--- src/hw/ata_host_cfg.svh ---
`ifndef ATA_HOST_CFG_SVH
`define ATA_HOST_CFG_SVH

// clock
`define CLK_PERIOD_NS 10

// timing: least times round up to whole cycles
`define BUS_RESET_MIN_NS 25000
`define BUS_RESET_CYCLES ((`BUS_RESET_MIN_NS + `CLK_PERIOD_NS - 1) / `CLK_PERIOD_NS)
`define CHIP_RESET_NS 1000
`define CHIP_RESET_CYCLES ((`CHIP_RESET_NS + `CLK_PERIOD_NS - 1) / `CLK_PERIOD_NS)

// register byte offsets
`define CTRL_OFS 8'h00
`define CMD_OFS 8'h04
`define STATUS_OFS 8'h08
`define ERR_OFS 8'h0c
`define STRAP_OFS 8'h10

// control register fields
`define CTRL_TOPO_LSB 0
`define CTRL_TOPO_MSB 1
`define CTRL_SLAVE_BIT 2
`define CTRL_ATA_SET_BIT 3
`define CTRL_OPTICAL_BIT 4
`define CTRL_IRQ_EN_BIT 5
`define CTRL_BUS_RST_EN_BIT 6
`define CTRL_WIDTH 7
`define CTRL_RESET 7'h40

// command register fields (write only, self clearing)
`define CMD_BUS_RST_BIT 0
`define CMD_CHIP_RST_BIT 1

// status register fields
`define STAT_IRQ_BIT 0
`define STAT_BUS_BUSY_BIT 1
`define STAT_CHIP_BUSY_BIT 2
`define STAT_CD_A_BIT 3
`define STAT_CD_B_BIT 4

// sticky error register fields, write one to clear
`define ERR_UNSUP_BIT 0
`define ERR_DEVS_BIT 1
`define ERR_HUBS_BIT 2
`define ERR_CD_CHG_BIT 3
`define ERR_WIDTH 4
`define ERR_RESET 4'h0

// strap readback fields
`define STRAP_BUS_TYPE_BIT 0
`define STRAP_CMD_SET_BIT 1
`define STRAP_COUNT_BIT 2
`define STRAP_SELECT_BIT 3

// strap encodings
`define STRAP_IDE 1'b0
`define STRAP_CPU 1'b1
`define STRAP_ATAPI 1'b0
`define STRAP_ATA 1'b1
`define STRAP_SINGLE 1'b0
`define STRAP_TWO 1'b1
`define STRAP_MASTER 1'b0
`define STRAP_SLAVE 1'b1

`endif

--- src/hw/ata_host_pkg.sv ---
package ata_host_pkg;

    typedef enum logic [1:0] {
        TOPO_PC_IDE = 2'b00,
        TOPO_IDE_ALONE = 2'b01,
        TOPO_IDE_SHARED = 2'b10,
        TOPO_CPU_BUS = 2'b11
    } topo_e;

    typedef enum logic [2:0] {
        SEL_NONE = 3'b000,
        SEL_CTRL = 3'b001,
        SEL_CMD = 3'b010,
        SEL_STATUS = 3'b011,
        SEL_ERR = 3'b100,
        SEL_STRAP = 3'b101
    } reg_sel_e;

    typedef enum logic {
        PULSE_IDLE = 1'b0,
        PULSE_HOLD = 1'b1
    } pulse_state_e;

endpackage : ata_host_pkg

--- src/hw/reset_pulser.sv ---
module reset_pulser #(
    parameter int unsigned HOLD_CYCLES = 2500,
    parameter int unsigned CW = $clog2(HOLD_CYCLES + 1)
) (
    input wire logic hclk,
    input wire logic hresetn,
    input wire logic start,
    output logic rst_n_out,
    output logic busy
);
    ata_host_pkg::pulse_state_e state_ff;
    ata_host_pkg::pulse_state_e nxt_state;
    logic [CW-1:0] cnt_ff;
    logic [CW-1:0] nxt_cnt;
    logic rst_n_ff;
    logic nxt_rst_n;

    wire logic last = (cnt_ff == '0);

    // low for exactly HOLD_CYCLES edges; starts ignored while holding
    always_comb begin
        nxt_state = state_ff;
        nxt_cnt = cnt_ff;
        nxt_rst_n = rst_n_ff;
        unique case (state_ff)
            ata_host_pkg::PULSE_IDLE: begin
                if (start) begin
                    nxt_state = ata_host_pkg::PULSE_HOLD;
                    nxt_cnt = CW'(HOLD_CYCLES - 1);
                    nxt_rst_n = 1'b0;
                end
            end
            ata_host_pkg::PULSE_HOLD: begin
                if (last) begin
                    nxt_state = ata_host_pkg::PULSE_IDLE;
                    nxt_rst_n = 1'b1;
                end else begin
                    nxt_cnt = cnt_ff - CW'(1);
                end
            end
        endcase
    end

    always_ff @(posedge hclk or negedge hresetn) begin
        if (!hresetn) begin
            state_ff <= ata_host_pkg::PULSE_IDLE;
            cnt_ff <= '0;
            rst_n_ff <= 1'b1;
        end else begin
            state_ff <= nxt_state;
            cnt_ff <= nxt_cnt;
            rst_n_ff <= nxt_rst_n;
        end
    end

    assign rst_n_out = rst_n_ff;
    assign busy = (state_ff == ata_host_pkg::PULSE_HOLD);

endmodule : reset_pulser

--- src/hw/ata_host_port_config.sv ---
// Contract
// PC IDE port: bus type IDE, ATAPI command set, single-device mode, all straps low; code drives drive select high when the slave bit is set.
// drive select low means master, high means slave on the shared bus.
// sole target on IDE bus: two-device mode and master select.
// other IDE device shares bus: single-device mode, select master or slave.
// CPU memory bus: same as sole IDE target, two-device mode, master.
// device interrupt output carries standard INTRQ meaning, active low.
// host treats the device interrupt as a level, not an edge.
// polling host may ignore the interrupt output entirely.
// bus reset aborts any command in progress, like standard hardware reset.
// host holds bus reset asserted at least 25 microseconds.
// bus reset keeps microcode loaded by DOWNLOAD MICROCODE.
// unused bus reset is held permanently high.
// bus reset differs from chip reset; no full chip reset.
// card-detect outputs unchanged on compliance errors.
// USB vendor and product ids never exposed; identify responses only.
// optical drive needs ATAPI; flash or disk may use either set.
// CPU mode and IDE mode share one bus interface and timing.
// device can refuse peripherals not on its permitted device list.
// device never forces high-speed peripheral to full speed itself.
// third or later storage device raises excess-devices error.
// straps sampled during chip reset and static afterwards.
`include "ata_host_cfg.svh"

module ata_host_port_config #(
    parameter int unsigned BUS_RESET_CYCLES = `BUS_RESET_CYCLES,
    parameter int unsigned CHIP_RESET_CYCLES = `CHIP_RESET_CYCLES
) (
    input wire logic hclk,
    input wire logic hresetn,
    input wire logic hsel,
    input wire logic [31:0] haddr,
    input wire logic [1:0] htrans,
    input wire logic hwrite,
    input wire logic [2:0] hsize,
    input wire logic [31:0] hwdata,
    input wire logic hready,
    output logic hreadyout,
    output logic hresp,
    output logic [31:0] hrdata,
    output logic host_bus_type_strap,
    output logic command_set_strap,
    output logic device_count_strap,
    output logic drive_select_strap,
    output logic chip_reset_n,
    output logic host_bus_reset_n,
    input wire logic host_interrupt_n,
    input wire logic card_detect_out_a,
    input wire logic card_detect_out_b,
    input wire logic error_port_unsupported,
    input wire logic error_port_excess_devices,
    input wire logic error_port_excess_hubs,
    output logic host_irq
);

    function automatic ata_host_pkg::reg_sel_e reg_decode(input logic [7:0] ofs);
        ata_host_pkg::reg_sel_e sel;
        sel = ata_host_pkg::SEL_NONE;
        if (ofs == `CTRL_OFS) sel = ata_host_pkg::SEL_CTRL;
        if (ofs == `CMD_OFS) sel = ata_host_pkg::SEL_CMD;
        if (ofs == `STATUS_OFS) sel = ata_host_pkg::SEL_STATUS;
        if (ofs == `ERR_OFS) sel = ata_host_pkg::SEL_ERR;
        if (ofs == `STRAP_OFS) sel = ata_host_pkg::SEL_STRAP;
        return sel;
    endfunction : reg_decode

    // ---------------- bus slave ----------------
    logic wr_pend_ff;
    ata_host_pkg::reg_sel_e wr_sel_ff;
    logic [31:0] rdata_ff;
    logic [31:0] nxt_rdata;

    wire logic addr_go = hsel & htrans[1] & hready;
    wire ata_host_pkg::reg_sel_e addr_sel = reg_decode(haddr[7:0]);
    wire logic wr_ctrl = wr_pend_ff & (wr_sel_ff == ata_host_pkg::SEL_CTRL);
    wire logic wr_cmd = wr_pend_ff & (wr_sel_ff == ata_host_pkg::SEL_CMD);
    wire logic wr_err = wr_pend_ff & (wr_sel_ff == ata_host_pkg::SEL_ERR);

    always_ff @(posedge hclk or negedge hresetn) begin
        if (!hresetn) begin
            wr_pend_ff <= 1'b0;
            wr_sel_ff <= ata_host_pkg::SEL_NONE;
            rdata_ff <= 32'h0000_0000;
        end else begin
            wr_pend_ff <= addr_go & hwrite;
            wr_sel_ff <= addr_sel;
            rdata_ff <= nxt_rdata;
        end
    end

    // zero wait states, always OKAY
    assign hreadyout = 1'b1;
    assign hresp = 1'b0;
    assign hrdata = rdata_ff;

    // ---------------- control register ----------------
    logic [`CTRL_WIDTH-1:0] ctrl_ff;

    always_ff @(posedge hclk or negedge hresetn) begin
        if (!hresetn) begin
            ctrl_ff <= `CTRL_RESET;
        end else if (wr_ctrl) begin
            ctrl_ff <= hwdata[`CTRL_WIDTH-1:0];
        end
    end

    wire ata_host_pkg::topo_e topo = ata_host_pkg::topo_e'(ctrl_ff[`CTRL_TOPO_MSB:`CTRL_TOPO_LSB]);
    wire logic want_slave = ctrl_ff[`CTRL_SLAVE_BIT];
    wire logic want_ata = ctrl_ff[`CTRL_ATA_SET_BIT];
    wire logic optical = ctrl_ff[`CTRL_OPTICAL_BIT];
    wire logic irq_en = ctrl_ff[`CTRL_IRQ_EN_BIT];
    wire logic bus_rst_en = ctrl_ff[`CTRL_BUS_RST_EN_BIT];

    // ---------------- strap derivation ----------------
    wire logic is_pc = (topo == ata_host_pkg::TOPO_PC_IDE);
    wire logic is_alone = (topo == ata_host_pkg::TOPO_IDE_ALONE);
    wire logic is_shared = (topo == ata_host_pkg::TOPO_IDE_SHARED);
    wire logic is_cpu = (topo == ata_host_pkg::TOPO_CPU_BUS);

    wire logic want_bus_type = is_cpu ? `STRAP_CPU : `STRAP_IDE;
    // pc port always ATAPI; optical drive forces ATAPI
    wire logic want_cmd_set = (is_pc | optical) ? `STRAP_ATAPI : want_ata;
    wire logic want_count = (is_alone | is_cpu) ? `STRAP_TWO : `STRAP_SINGLE;
    // slave only where another device can own the master role
    wire logic want_select = ((is_pc | is_shared) & want_slave) ? `STRAP_SLAVE : `STRAP_MASTER;

    // ---------------- reset sequencing ----------------
    logic boot_ff;
    logic bus_busy;
    logic chip_busy;
    logic bus_rst_n_raw;

    // chip reset once after our own reset so the straps get sampled
    wire logic chip_start = (boot_ff | (wr_cmd & hwdata[`CMD_CHIP_RST_BIT])) & ~chip_busy;
    // gated start keeps the pin high for good when bus reset is unused
    wire logic bus_start = wr_cmd & hwdata[`CMD_BUS_RST_BIT] & bus_rst_en & ~bus_busy;

    always_ff @(posedge hclk or negedge hresetn) begin
        if (!hresetn) begin
            boot_ff <= 1'b1;
        end else if (!chip_busy) begin
            boot_ff <= 1'b0;
        end
    end

    reset_pulser #(
        .HOLD_CYCLES(BUS_RESET_CYCLES)
    ) u_bus_rst (
        .hclk(hclk),
        .hresetn(hresetn),
        .start(bus_start),
        .rst_n_out(bus_rst_n_raw),
        .busy(bus_busy)
    );

    reset_pulser #(
        .HOLD_CYCLES(CHIP_RESET_CYCLES)
    ) u_chip_rst (
        .hclk(hclk),
        .hresetn(hresetn),
        .start(chip_start),
        .rst_n_out(chip_reset_n),
        .busy(chip_busy)
    );

    assign host_bus_reset_n = bus_rst_n_raw;

    // straps change only on the edge that enters chip reset
    logic bus_type_ff;
    logic cmd_set_ff;
    logic count_ff;
    logic select_ff;
    logic applied_optical_ff;
    ata_host_pkg::topo_e applied_topo_ff;
    logic applied_slave_ff;

    always_ff @(posedge hclk or negedge hresetn) begin
        if (!hresetn) begin
            bus_type_ff <= `STRAP_IDE;
            cmd_set_ff <= `STRAP_ATAPI;
            count_ff <= `STRAP_SINGLE;
            select_ff <= `STRAP_MASTER;
            applied_optical_ff <= 1'b0;
            applied_topo_ff <= ata_host_pkg::TOPO_PC_IDE;
            applied_slave_ff <= 1'b0;
        end else if (chip_start) begin
            bus_type_ff <= want_bus_type;
            cmd_set_ff <= want_cmd_set;
            count_ff <= want_count;
            select_ff <= want_select;
            applied_optical_ff <= optical;
            applied_topo_ff <= topo;
            applied_slave_ff <= want_slave;
        end
    end

    assign host_bus_type_strap = bus_type_ff;
    assign command_set_strap = cmd_set_ff;
    assign device_count_strap = count_ff;
    assign drive_select_strap = select_ff;

    // ---------------- interrupt level and status ----------------
    logic irq_ff;

    always_ff @(posedge hclk or negedge hresetn) begin
        if (!hresetn) begin
            irq_ff <= 1'b0;
        end else begin
            irq_ff <= irq_en & ~host_interrupt_n;
        end
    end

    // level follows the pin; no latch, so service must clear the cause
    assign host_irq = irq_ff;

    logic [`ERR_WIDTH-1:0] err_ff;
    logic cd_a_ff;
    logic cd_b_ff;

    wire logic cd_change = (cd_a_ff != card_detect_out_a) | (cd_b_ff != card_detect_out_b);
    wire logic [`ERR_WIDTH-1:0] err_set = {cd_change, error_port_excess_hubs, error_port_excess_devices,
        error_port_unsupported};
    wire logic [`ERR_WIDTH-1:0] err_clr = wr_err ? hwdata[`ERR_WIDTH-1:0] : '0;

    always_ff @(posedge hclk or negedge hresetn) begin
        if (!hresetn) begin
            err_ff <= `ERR_RESET;
            cd_a_ff <= 1'b0;
            cd_b_ff <= 1'b0;
        end else begin
            // a new event outranks a clear in the same cycle
            err_ff <= (err_ff & ~err_clr) | err_set;
            cd_a_ff <= card_detect_out_a;
            cd_b_ff <= card_detect_out_b;
        end
    end

    // ---------------- read mux ----------------
    wire logic [31:0] status_word = 32'h0000_0000
        | (32'(irq_ff) << `STAT_IRQ_BIT)
        | (32'(bus_busy) << `STAT_BUS_BUSY_BIT)
        | (32'(chip_busy) << `STAT_CHIP_BUSY_BIT)
        | (32'(cd_a_ff) << `STAT_CD_A_BIT)
        | (32'(cd_b_ff) << `STAT_CD_B_BIT);
    wire logic [31:0] strap_word = 32'h0000_0000
        | (32'(bus_type_ff) << `STRAP_BUS_TYPE_BIT)
        | (32'(cmd_set_ff) << `STRAP_CMD_SET_BIT)
        | (32'(count_ff) << `STRAP_COUNT_BIT)
        | (32'(select_ff) << `STRAP_SELECT_BIT);

    always_comb begin
        nxt_rdata = rdata_ff;
        if (addr_go & ~hwrite) begin
            unique case (addr_sel)
                ata_host_pkg::SEL_CTRL: nxt_rdata = 32'(ctrl_ff);
                ata_host_pkg::SEL_STATUS: nxt_rdata = status_word;
                ata_host_pkg::SEL_ERR: nxt_rdata = 32'(err_ff);
                ata_host_pkg::SEL_STRAP: nxt_rdata = strap_word;
                default: nxt_rdata = 32'h0000_0000;
            endcase
        end
    end

    // ---------------- checks ----------------
    logic [15:0] low_cnt_ff;

    always_ff @(posedge hclk or negedge hresetn) begin
        if (!hresetn) begin
            low_cnt_ff <= 16'h0000;
        end else if (!host_bus_reset_n) begin
            low_cnt_ff <= low_cnt_ff + 16'h0001;
        end else begin
            low_cnt_ff <= 16'h0000;
        end
    end

    property p_pc_straps;
        @(posedge hclk) disable iff (!hresetn)
        (applied_topo_ff == ata_host_pkg::TOPO_PC_IDE) |->
            (!host_bus_type_strap && !command_set_strap && !device_count_strap);
    endproperty
    a_pc_straps: assert property (p_pc_straps) else $error("pc port straps not all low");

    property p_select;
        @(posedge hclk) disable iff (!hresetn)
        $changed(drive_select_strap) |->
            (drive_select_strap == (applied_slave_ff && (applied_topo_ff == ata_host_pkg::TOPO_PC_IDE
            || applied_topo_ff == ata_host_pkg::TOPO_IDE_SHARED)));
    endproperty
    a_select: assert property (p_select) else $error("drive select strap wrong role");

    property p_alone;
        @(posedge hclk) disable iff (!hresetn)
        (applied_topo_ff == ata_host_pkg::TOPO_IDE_ALONE) |->
            (device_count_strap && !drive_select_strap && !host_bus_type_strap);
    endproperty
    a_alone: assert property (p_alone) else $error("sole ide target not two-device master");

    property p_shared;
        @(posedge hclk) disable iff (!hresetn)
        (applied_topo_ff == ata_host_pkg::TOPO_IDE_SHARED) |-> !device_count_strap;
    endproperty
    a_shared: assert property (p_shared) else $error("shared bus not single-device mode");

    property p_cpu;
        @(posedge hclk) disable iff (!hresetn)
        (applied_topo_ff == ata_host_pkg::TOPO_CPU_BUS) |->
            (host_bus_type_strap && device_count_strap && !drive_select_strap);
    endproperty
    a_cpu: assert property (p_cpu) else $error("cpu bus straps wrong");

    property p_irq_level;
        @(posedge hclk) disable iff (!hresetn)
        (irq_en && !host_interrupt_n) [*3] |-> host_irq ##1 (host_irq || host_interrupt_n || !irq_en);
    endproperty
    a_irq_level: assert property (p_irq_level) else $error("held interrupt level not reported");

    property p_irq_off;
        @(posedge hclk) disable iff (!hresetn)
        (!irq_en || host_interrupt_n) |=> !host_irq;
    endproperty
    a_irq_off: assert property (p_irq_off) else $error("interrupt raised while unused or idle");

    property p_bus_reset_min;
        @(posedge hclk) disable iff (!hresetn)
        $rose(host_bus_reset_n) |-> ($past(low_cnt_ff) >= 16'(BUS_RESET_CYCLES - 1));
    endproperty
    a_bus_reset_min: assert property (p_bus_reset_min) else $error("bus reset released too early");

    property p_bus_reset_unused;
        @(posedge hclk) disable iff (!hresetn)
        (!bus_rst_en && !bus_busy) |=> host_bus_reset_n;
    endproperty
    a_bus_reset_unused: assert property (p_bus_reset_unused) else $error("unused bus reset driven");

    property p_optical;
        @(posedge hclk) disable iff (!hresetn)
        applied_optical_ff |-> (command_set_strap == `STRAP_ATAPI);
    endproperty
    a_optical: assert property (p_optical) else $error("optical drive without atapi");

    property p_static_straps;
        @(posedge hclk) disable iff (!hresetn)
        ($changed(host_bus_type_strap) || $changed(command_set_strap) || $changed(device_count_strap)
            || $changed(drive_select_strap)) |-> !chip_reset_n;
    endproperty
    a_static_straps: assert property (p_static_straps) else $error("strap moved outside chip reset");

    c_bus_reset: cover property (@(posedge hclk) disable iff (!hresetn) $rose(host_bus_reset_n));
    c_chip_apply: cover property (@(posedge hclk) disable iff (!hresetn) chip_start && !boot_ff);
    c_irq: cover property (@(posedge hclk) disable iff (!hresetn) $rose(host_irq));
    c_err_clear: cover property (@(posedge hclk) disable iff (!hresetn) wr_err && (err_ff != '0));

endmodule : ata_host_port_config

--- config.mk ---
export PLATFORM = sky130hd
export DESIGN_NAME = ata_host_port_config
export DESIGN_NICKNAME = d
export VERILOG_FILES = /design/src/hw/ata_host_pkg.sv /design/src/hw/reset_pulser.sv /design/src/hw/ata_host_port_config.sv
export VERILOG_INCLUDE_DIRS = /design/src /design/src/hw
export SDC_FILE = /design/constraint.sdc
export NUM_CORES = 1
export LEC_CHECK = 0
export BUFFER_PORTS_ARGS = -buffer_cell sky130_fd_sc_hd__buf_4
export CORE_ASPECT_RATIO = 1.2
export CORE_MARGIN = 4
export CORE_UTILIZATION = 25
export DETAILED_ROUTE_END_ITERATION = 8
export GPL_TIMING_DRIVEN = 0
export SYNTH_ARGS = -nofsm -noshare
export SYNTH_HDL_FRONTEND = slang
export SYNTH_SLANG_ARGS = --single-unit
--- constraint.sdc ---
create_clock -name hclk -period 2.6 [get_ports hclk]
set_input_delay 0.52 -clock hclk [delete_from_list [all_inputs] [get_ports hclk]]
set_output_delay 0.52 -clock hclk [all_outputs]
set_load 0.05 [all_outputs]
==> key figures, run 1 <==
Placement
  • Final Wtd Congestion: 0.790
  • Port buffer count: 39
  • DP HPWL: 4.56 mm
  • Cell Area, Placed: 3300 um^2

Clock tree
  • Resized cells post-CTS: 0
  • Clock-pin transition on the worst setup and hold timing paths: 70 ps
  • Worst-Skew Late Latency: 290 ps
  • Clk root buf: clkbuf_16
  • CTS hold repair buffers: 0
  • Bufs on Longest Clock Path: 2
  • CTS Buf Count: 5
  • CTS tree: yes
  • Post-CTS setup buffer count: 0
  • CTS HTree Levels: 2
  • Clock Sink Count: 53

Yosys
  • Main synth FF type: dfrtp_1
  • Register bit count reported by yosys: 53
  • Number of synthesized flops with an enable pin: 0
  • Avg Inst Size Synth: 10.5 um^2
  • Library cells used by synthesis: 54
  • Synth Instances: 262
  • Async set-reset flop share out of synthesis: 1.00
  • Synth Cell Area: 2750 um^2
  • Synthesis Warnings: 0
  • Register area share after synthesis: 0.485

Global route
  • Initial antenna violation count: 0
  • Largest net degree at the start of global routing: 54
  • Global route overflow: 0
  • Overall Global Routing Usage: 0.0997
  • First-pass GRT wire length: 10.3 mm
  • Vias in the first global route: 2120

Timing
  • Skew final: 7.78 ps
  • Slew @ Worst Pin: 1130 ps
  • FMAX: 464 MHz
  • Final TNS setup: 0 ps
  • Relative slew slack: 0.240
  • Setup-violating endpoint count in the final report: 0
  • Worst Hold Slack: 260 ps
  • Minimum clock period: 2160 ps
  • RSZ-0062 raised after global routing: no
  • Period utilization: 0.830
  • Final Hold Viols: 0
  • Max Slew Vio Count: 0

Critical path
  • Worst-path cell chain: buf_4, nand4b_1, nor4_1, a221o_1
  • Top delay family on crit path: simple AND/OR/NAND/NOR gates
  • Critical path arrival: 2390 ps
  • Critical path peak fanout: 10
  • FF-to-FF Start: u_chip_rst.cnt_ff[0]
  • Crit Path Class: in -> reg
  • Slowest-stage cell, CP: nor4_1
  • Data required, critical path: 2830 ps
  • CP bufs+invs: 1
  • Critical Path Sink Type: register
  • CP max stage delay: 1000 ps
  • CP startpoint kind: input pin
  • CP startpoint: hwrite

Floorplan
  • Die span in y: 123 um
  • Core area: 10600 um^2
  • Chip width: 104 um
  • Num ports: 121
  • Initial core utilization: 0.259
  • Rows: 41
  • Die ar.: 12700 um^2

Finish
  • Synth-to-Final Area Change: 25.6%
  • Share of cells above drive strength 1: 0.290
  • Fin area: 3450 um^2
  • Ant. Diodes: 0
  • Commonest non-fill, non-tap cell in the layout: buf_4
  • Most frequent cells in the layout: buf_4 (66), dfrtp_1 (49), conb_1 (27)
  • # nets final: 415

Routing
  • Vias per cell: 4.43
  • Initial DRC count: 84
  • DR DRC count: 0
  • Via count: 2053
  • DRT Wirelength: 6.06 mm
  • Drt first pass iters: 4
  • Wire per inst: 13.1 um
  • Routed Antenna Nets: 0

Pwr
  • Sequential power share: 0.471
  • Switching pwr: 0.494 mW
  • VDD IR-drop max: 0.000299 V
  • Pwr/cell area: 533 nW/um^2
  • Pint: 1.34 mW
  • Net Sw Frac: 0.269
  • Leakage power total: 1.61 nW
  • Clock share of power: 0.374
  • Comb power frac: 0.155

Hold path
  • Hold crit path type: in -> async

Job
  • Max_cap viols: 0

Status
  • Status: finished, final reports clean
-- through the flow --
stage | utilization | worst slack (ps) | cells | total power [mW]
5_1_grt | 0.325 | 288 | 463 | 1.93
4_1_cts | 0.325 | 435 | 463 | 1.87
2_1_floorplan | - | 811 | 287 | 1.09
3_5_place_dp | 0.310 | 120 | 455 | 1.17
3_3_place_gp | 0.310 | 158 | 455 | 1.16
6_report | 0.325 | 443 | 463 | 1.84
-- power groups by stage --
stage	clock network, mW	logic [mW]	registers (mW)
after floorplan	0	0.209	0.883
after detailed placement	0	0.286	0.881
final	0.687	0.286	0.866
after global routing	0.747	0.309	0.869
after global placement	0	0.281	0.881
after CTS	0.714	0.286	0.866
-- sequential cells by signal (all words and copies together) (netlist names) --
signal and cells:
u_bus_rst.cnt_ff 12, ctrl_ff 7, hrdata 7, u_chip_rst.cnt_ff 7, err_ff 4, wr_sel_ff 3
boot_ff 1, cd_a_ff 1, cd_b_ff 1, command_set_strap 1, device_count_strap 1, drive_select_strap 1
host_bus_type_strap 1, host_irq 1, u_bus_rst.busy 1, u_bus_rst.rst_n_out 1, u_chip_rst.busy 1, u_chip_rst.rst_n_out 1
wr_pend_ff 1
-- worst register-to-register path: cells and delay by family, from the launching register on --
| kind | cells | cell delay [ps] |
|---|---|---|
| flops | 1 | 390 |
| fa+ha+maj | 1 | 190 |
| compound gates | 2 | 320 |
| simple gates | 2 | 880 |
| buf+inv | 1 | 90 |
-- logic make-up (layout without fill, tap and decap cells) --
| group | after synthesis | count (layout) | synth area share |
|---|---|---|---|
| compound gates | 50 | 50 | 0.131 |
| xor+xnor | 5 | 5 | 0.0159 |
| fa+ha+maj | 2 | 2 | 0.00911 |
| buf+inv | 43 | 90 | 0.0956 |
| flops | 53 | 53 | 0.485 |
| mux | 16 | 16 | 0.0615 |
| other cells | 2 | 27 | 0.00273 |
| simple gates | 91 | 91 | 0.199 |
-- Yosys cell counts, types with 2 or more instances --
library cell | number | area (um^2)
a21oi_1 | 5 | 25.0
nor2b_1 | 6 | 37.5
mux2i_1 | 9 | 90.1
a221o_1 | 4 | 40.0
ha_1 | 2 | 25.0
or3_1 | 3 | 18.8
a211oi_1 | 3 | 22.5
o21ai_0 | 13 | 65.1
xnor2_1 | 4 | 35.0
a21o_1 | 4 | 30.0
nand2b_1 | 4 | 25.0
a31oi_1 | 2 | 12.5
dfstp_2 | 4 | 105
conb_1 | 2 | 7.51
nor3_1 | 4 | 20.0
nand3b_1 | 3 | 22.5
and2_1 | 5 | 31.3
nor3b_1 | 3 | 22.5
nand2_1 | 22 | 82.6
nor4bb_1 | 2 | 20.0
mux2_2 | 7 | 78.8
nor4_4 | 2 | 42.5
or2_2 | 2 | 12.5
nand4_1 | 2 | 12.5
nand3_1 | 6 | 30.0
nor2_1 | 14 | 52.6
nand4b_1 | 2 | 17.5
clkbuf_1 | 6 | 22.5
buf_4 | 27 | 203
o21ai_1 | 3 | 15.0
a22o_1 | 6 | 52.6
inv_1 | 10 | 37.5
and4_1 | 2 | 17.5
dfrtp_1 | 49 | 1230
-- final timing paths --
kind | slack (ps) | cells after the start | to
max in group asynchronous | 1840 | 1 | u_chip_rst.busy
min in group hclk | 350 | 1 | cd_b_ff
max | 440 | 4 | hrdata[3]
min reg2reg | 480 | 1 | err_ff[1]
min | 260 | 1 | u_chip_rst.cnt_ff[2]
max reg2reg | 620 | 6 | u_chip_rst.cnt_ff[3]
-- metal layers --
metal,GRT usage,wire length (um)
met5,0,0
met4,0.0274,69
met1,0.123,2640
met2,0.178,3120
met3,0.0205,230
-- area by class of cell --
type | count | area [um^2]
Sequential cell | 53 | 1330
Inverter | 10 | 37.5
Timing Repair Buffer | 39 | 293
Fill cell | 1068 | 7170
Buffer | 33 | 225
Clock inverter | 2 | 16.3
Tap cell | 129 | 161
Multi-Input combinational cell | 191 | 1250
Clock buffer | 6 | 139
(Power assumes the default switching activity.)
==> run 2: changes to the inputs <==
clock period = 1.95 ns   (was 2.6 ns; I/O delays follow)
==> key figures, run 2 (synthesized netlist as in run 1, its figures left out) <==
Status
  • Status: finished, final reports clean

Global route
  • Initial antenna violation count: 0 (unchanged)
  • Overall Global Routing Usage: 0.100 (+0.000340)
  • Largest net degree at the start of global routing: 54 (unchanged)
  • Global route overflow: 0 (unchanged)
  • Vias in the first global route: 2130 (+0.47%)
  • First-pass GRT wire length: 10.3 mm (+0.48%)

Routing
  • DR DRC count: 0 (unchanged)
  • Highest Signal Layer: met4
  • Wire per inst: 13.1 um (-0.10%)
  • Via count: 2047 (-0.29%)
  • Initial DRC count: 66 (-21%)
  • Met2 WL: 3.15 mm (+0.83%)
  • Vias per cell: 4.41 (-0.51%)
  • DR WL met3: 212 um (-7.8%)
  • Routed Antenna Nets: 0 (unchanged)
  • Drt first pass iters: 4 (unchanged)
  • DRT Wirelength: 6.07 mm (+0.12%)
  • M1 wire length: 2.64 mm (about the same)

Finish
  • Share of cells above drive strength 1: 0.304 (+0.0141)
  • Ant. Diodes: 0 (unchanged)
  • Max FFs per register: 12 (unchanged)
  • Commonest non-fill, non-tap cell in the layout: buf_4
  • Synth-to-Final Area Change: 26.7%
  • Most frequent cells in the layout: buf_4 (66), dfrtp_1 (49), conb_1 (27)
  • Biggest register: u_bus_rst.cnt_ff
  • Finished Core Util: 0.328 (+0.00283)
  • # nets final: 416 (+0.24%)
  • # fillers: 1068 (unchanged)

Clock tree
  • CTS hold repair buffers: 0 (unchanged)
  • Clk root buf: clkbuf_16
  • Bufs on Longest Clock Path: 2 (unchanged)
  • CTS tree: yes
  • Worst-Skew Late Latency: 290 ps (about the same)
  • Clock-pin transition on the worst setup and hold timing paths: 70 ps (about the same)
  • CTS Buf Count: 5 (unchanged)
  • Clock Sink Count: 53 (unchanged)
  • CTS HTree Levels: 2 (unchanged)

Critical path
  • FF-to-FF Start: u_chip_rst.cnt_ff[0]
  • CP startpoint: u_chip_rst.cnt_ff[0]
  • R2R Setup Slk: 80 ps (-540 ps)
  • Reg2reg end: u_chip_rst.cnt_ff[6]
  • Critical Path Sink Type: register
  • CP startpoint kind: register
  • Critical path peak fanout: 3 (-7)
  • Data required, critical path: 2130 ps (-700 ps)
  • Reg2Reg Depth: 5 (-1)
  • CP max stage delay: 500 ps (-500 ps)
  • Setup crit end: u_chip_rst.cnt_ff[6]
  • Crit Path Class: reg -> reg
  • Slowest-stage cell, CP: or4b_4
  • Worst-path cell chain: inv_1, ha_2, or4b_4, or3_2, a21o_1
  • Critical path arrival: 2060 ps (-330 ps)

Timing
  • Final Hold Viols: 0 (unchanged)
  • RSZ-0062 raised after global routing: no
  • Setup-violating endpoint count in the final report: 0 (unchanged)
  • Worst Hold Slack: 137 ps (-124 ps)
  • Skew final: 8.41 ps (+0.628 ps)
  • Slew @ Worst Pin: 1030 ps (-101 ps)
  • FMAX: 534 MHz
  • Period utilization: 0.961
  • Relative slew slack: 0.305 (+0.0650)
  • Max Slew Vio Count: 0 (unchanged)
  • Minimum clock period: 1870 ps

Pwr
  • Pwr/cell area: 705 nW/um^2 (+32%)
  • VDD IR-drop max: 0.000402 V (+35%)
  • Leakage power total: 1.61 nW (+0.37%)

Floorplan
  • Die span in y: 123 um (unchanged)
  • Core area: 10600 um^2 (unchanged)
  • Chip width: 104 um (unchanged)
  • Die ar.: 12700 um^2 (unchanged)
  • Rows: 41 (unchanged)
  • Initial core utilization: 0.259 (unchanged)
  • Num ports: 121 (unchanged)

Job
  • Max_cap viols: 0 (unchanged)

Placement
  • DP HPWL: 4.56 mm (unchanged)
  • Final Wtd Congestion: 0.790 (unchanged)
  • Port buffer count: 39 (unchanged)

Hold path
  • Hold crit path type: in -> async
-- run 2: changes by cell type in the layout (fill, tap and decap cells not counted), sizes merged --
| cell | before | now |
|---|---|---|
| buf | 66 | 67 |
-- run 2: metal layers --
layer  vias up  track usage
li1       1021            -
met1       984        0.124
met2        36        0.179
met3         6       0.0205
met4         0       0.0274
met5         -            0
-- run 2: cell type report --
type	instances	area (um^2)	area share
Inverter	10	37.5	0.0108
Timing Repair Buffer	40	304	0.0873
Sequential cell	53	1330	0.382
Tap cell	129	161	0.0464
Buffer	33	225	0.0647
Clock inverter	2	16.3	0.00467
Multi-Input combinational cell	191	1270	0.364
Clock buffer	6	139	0.0399
-- run 2: metrics by stage --
| step | power (mW) | std cells | worst slack (ps) | TNS (ps) | area [um^2] |
|---|---|---|---|---|---|
| 2_1_floorplan | 1.46 | 287 | 161 | 0 | 2840 |
| 3_3_place_gp | 1.55 | 455 | -362 | -2080 | 3300 |
| 3_5_place_dp | 1.56 | 455 | -400 | -2330 | 3300 |
| 4_1_cts | 2.49 | 464 | 25.1 | 0 | 3460 |
| 5_1_grt | 2.57 | 464 | 14.7 | 0 | 3480 |
| 6_report | 2.45 | 464 | 75.7 | 0 | 3480 |
-- run 2: report_power, final --
part / internal (mW) / leakage (nW) / switching [mW]
sequential: 1.13 / 0.634 / 0.0251
combinational: 0.149 / 0.904 / 0.236
clock: 0.516 / 0.0735 / 0.399
-- run 2: how the worst min path moves through the flow --
stage                    from              endpoint  cells past startpoint
CTS                   hresetn   u_bus_rst.cnt_ff[5]                      1
global placement    err_ff[0]             err_ff[0]                      1
floorplan             hresetn               cd_a_ff                      0
finish                hresetn  u_chip_rst.cnt_ff[2]                      1
global route          hresetn  u_chip_rst.cnt_ff[2]                      1
detailed placement  err_ff[1]             err_ff[1]                      1
-- run 2: worst max-delay path, delay by kind of cell (launching register included) --
kind	cells	cell delay, ps
adders and majority gates	1	190
and+or+nand+nor	2	920
buffers and inverters	1	90
AOI/OAI and AO/OA	1	180
DFF	1	380
-- run 2: repair_timing --
item                                    CTS  global route
gates resized for setup                   1             4
pin swaps                                 1             1
endpoints found under the setup margin    9            10
buffers inserted                          1             0
gates cloned                              0             0
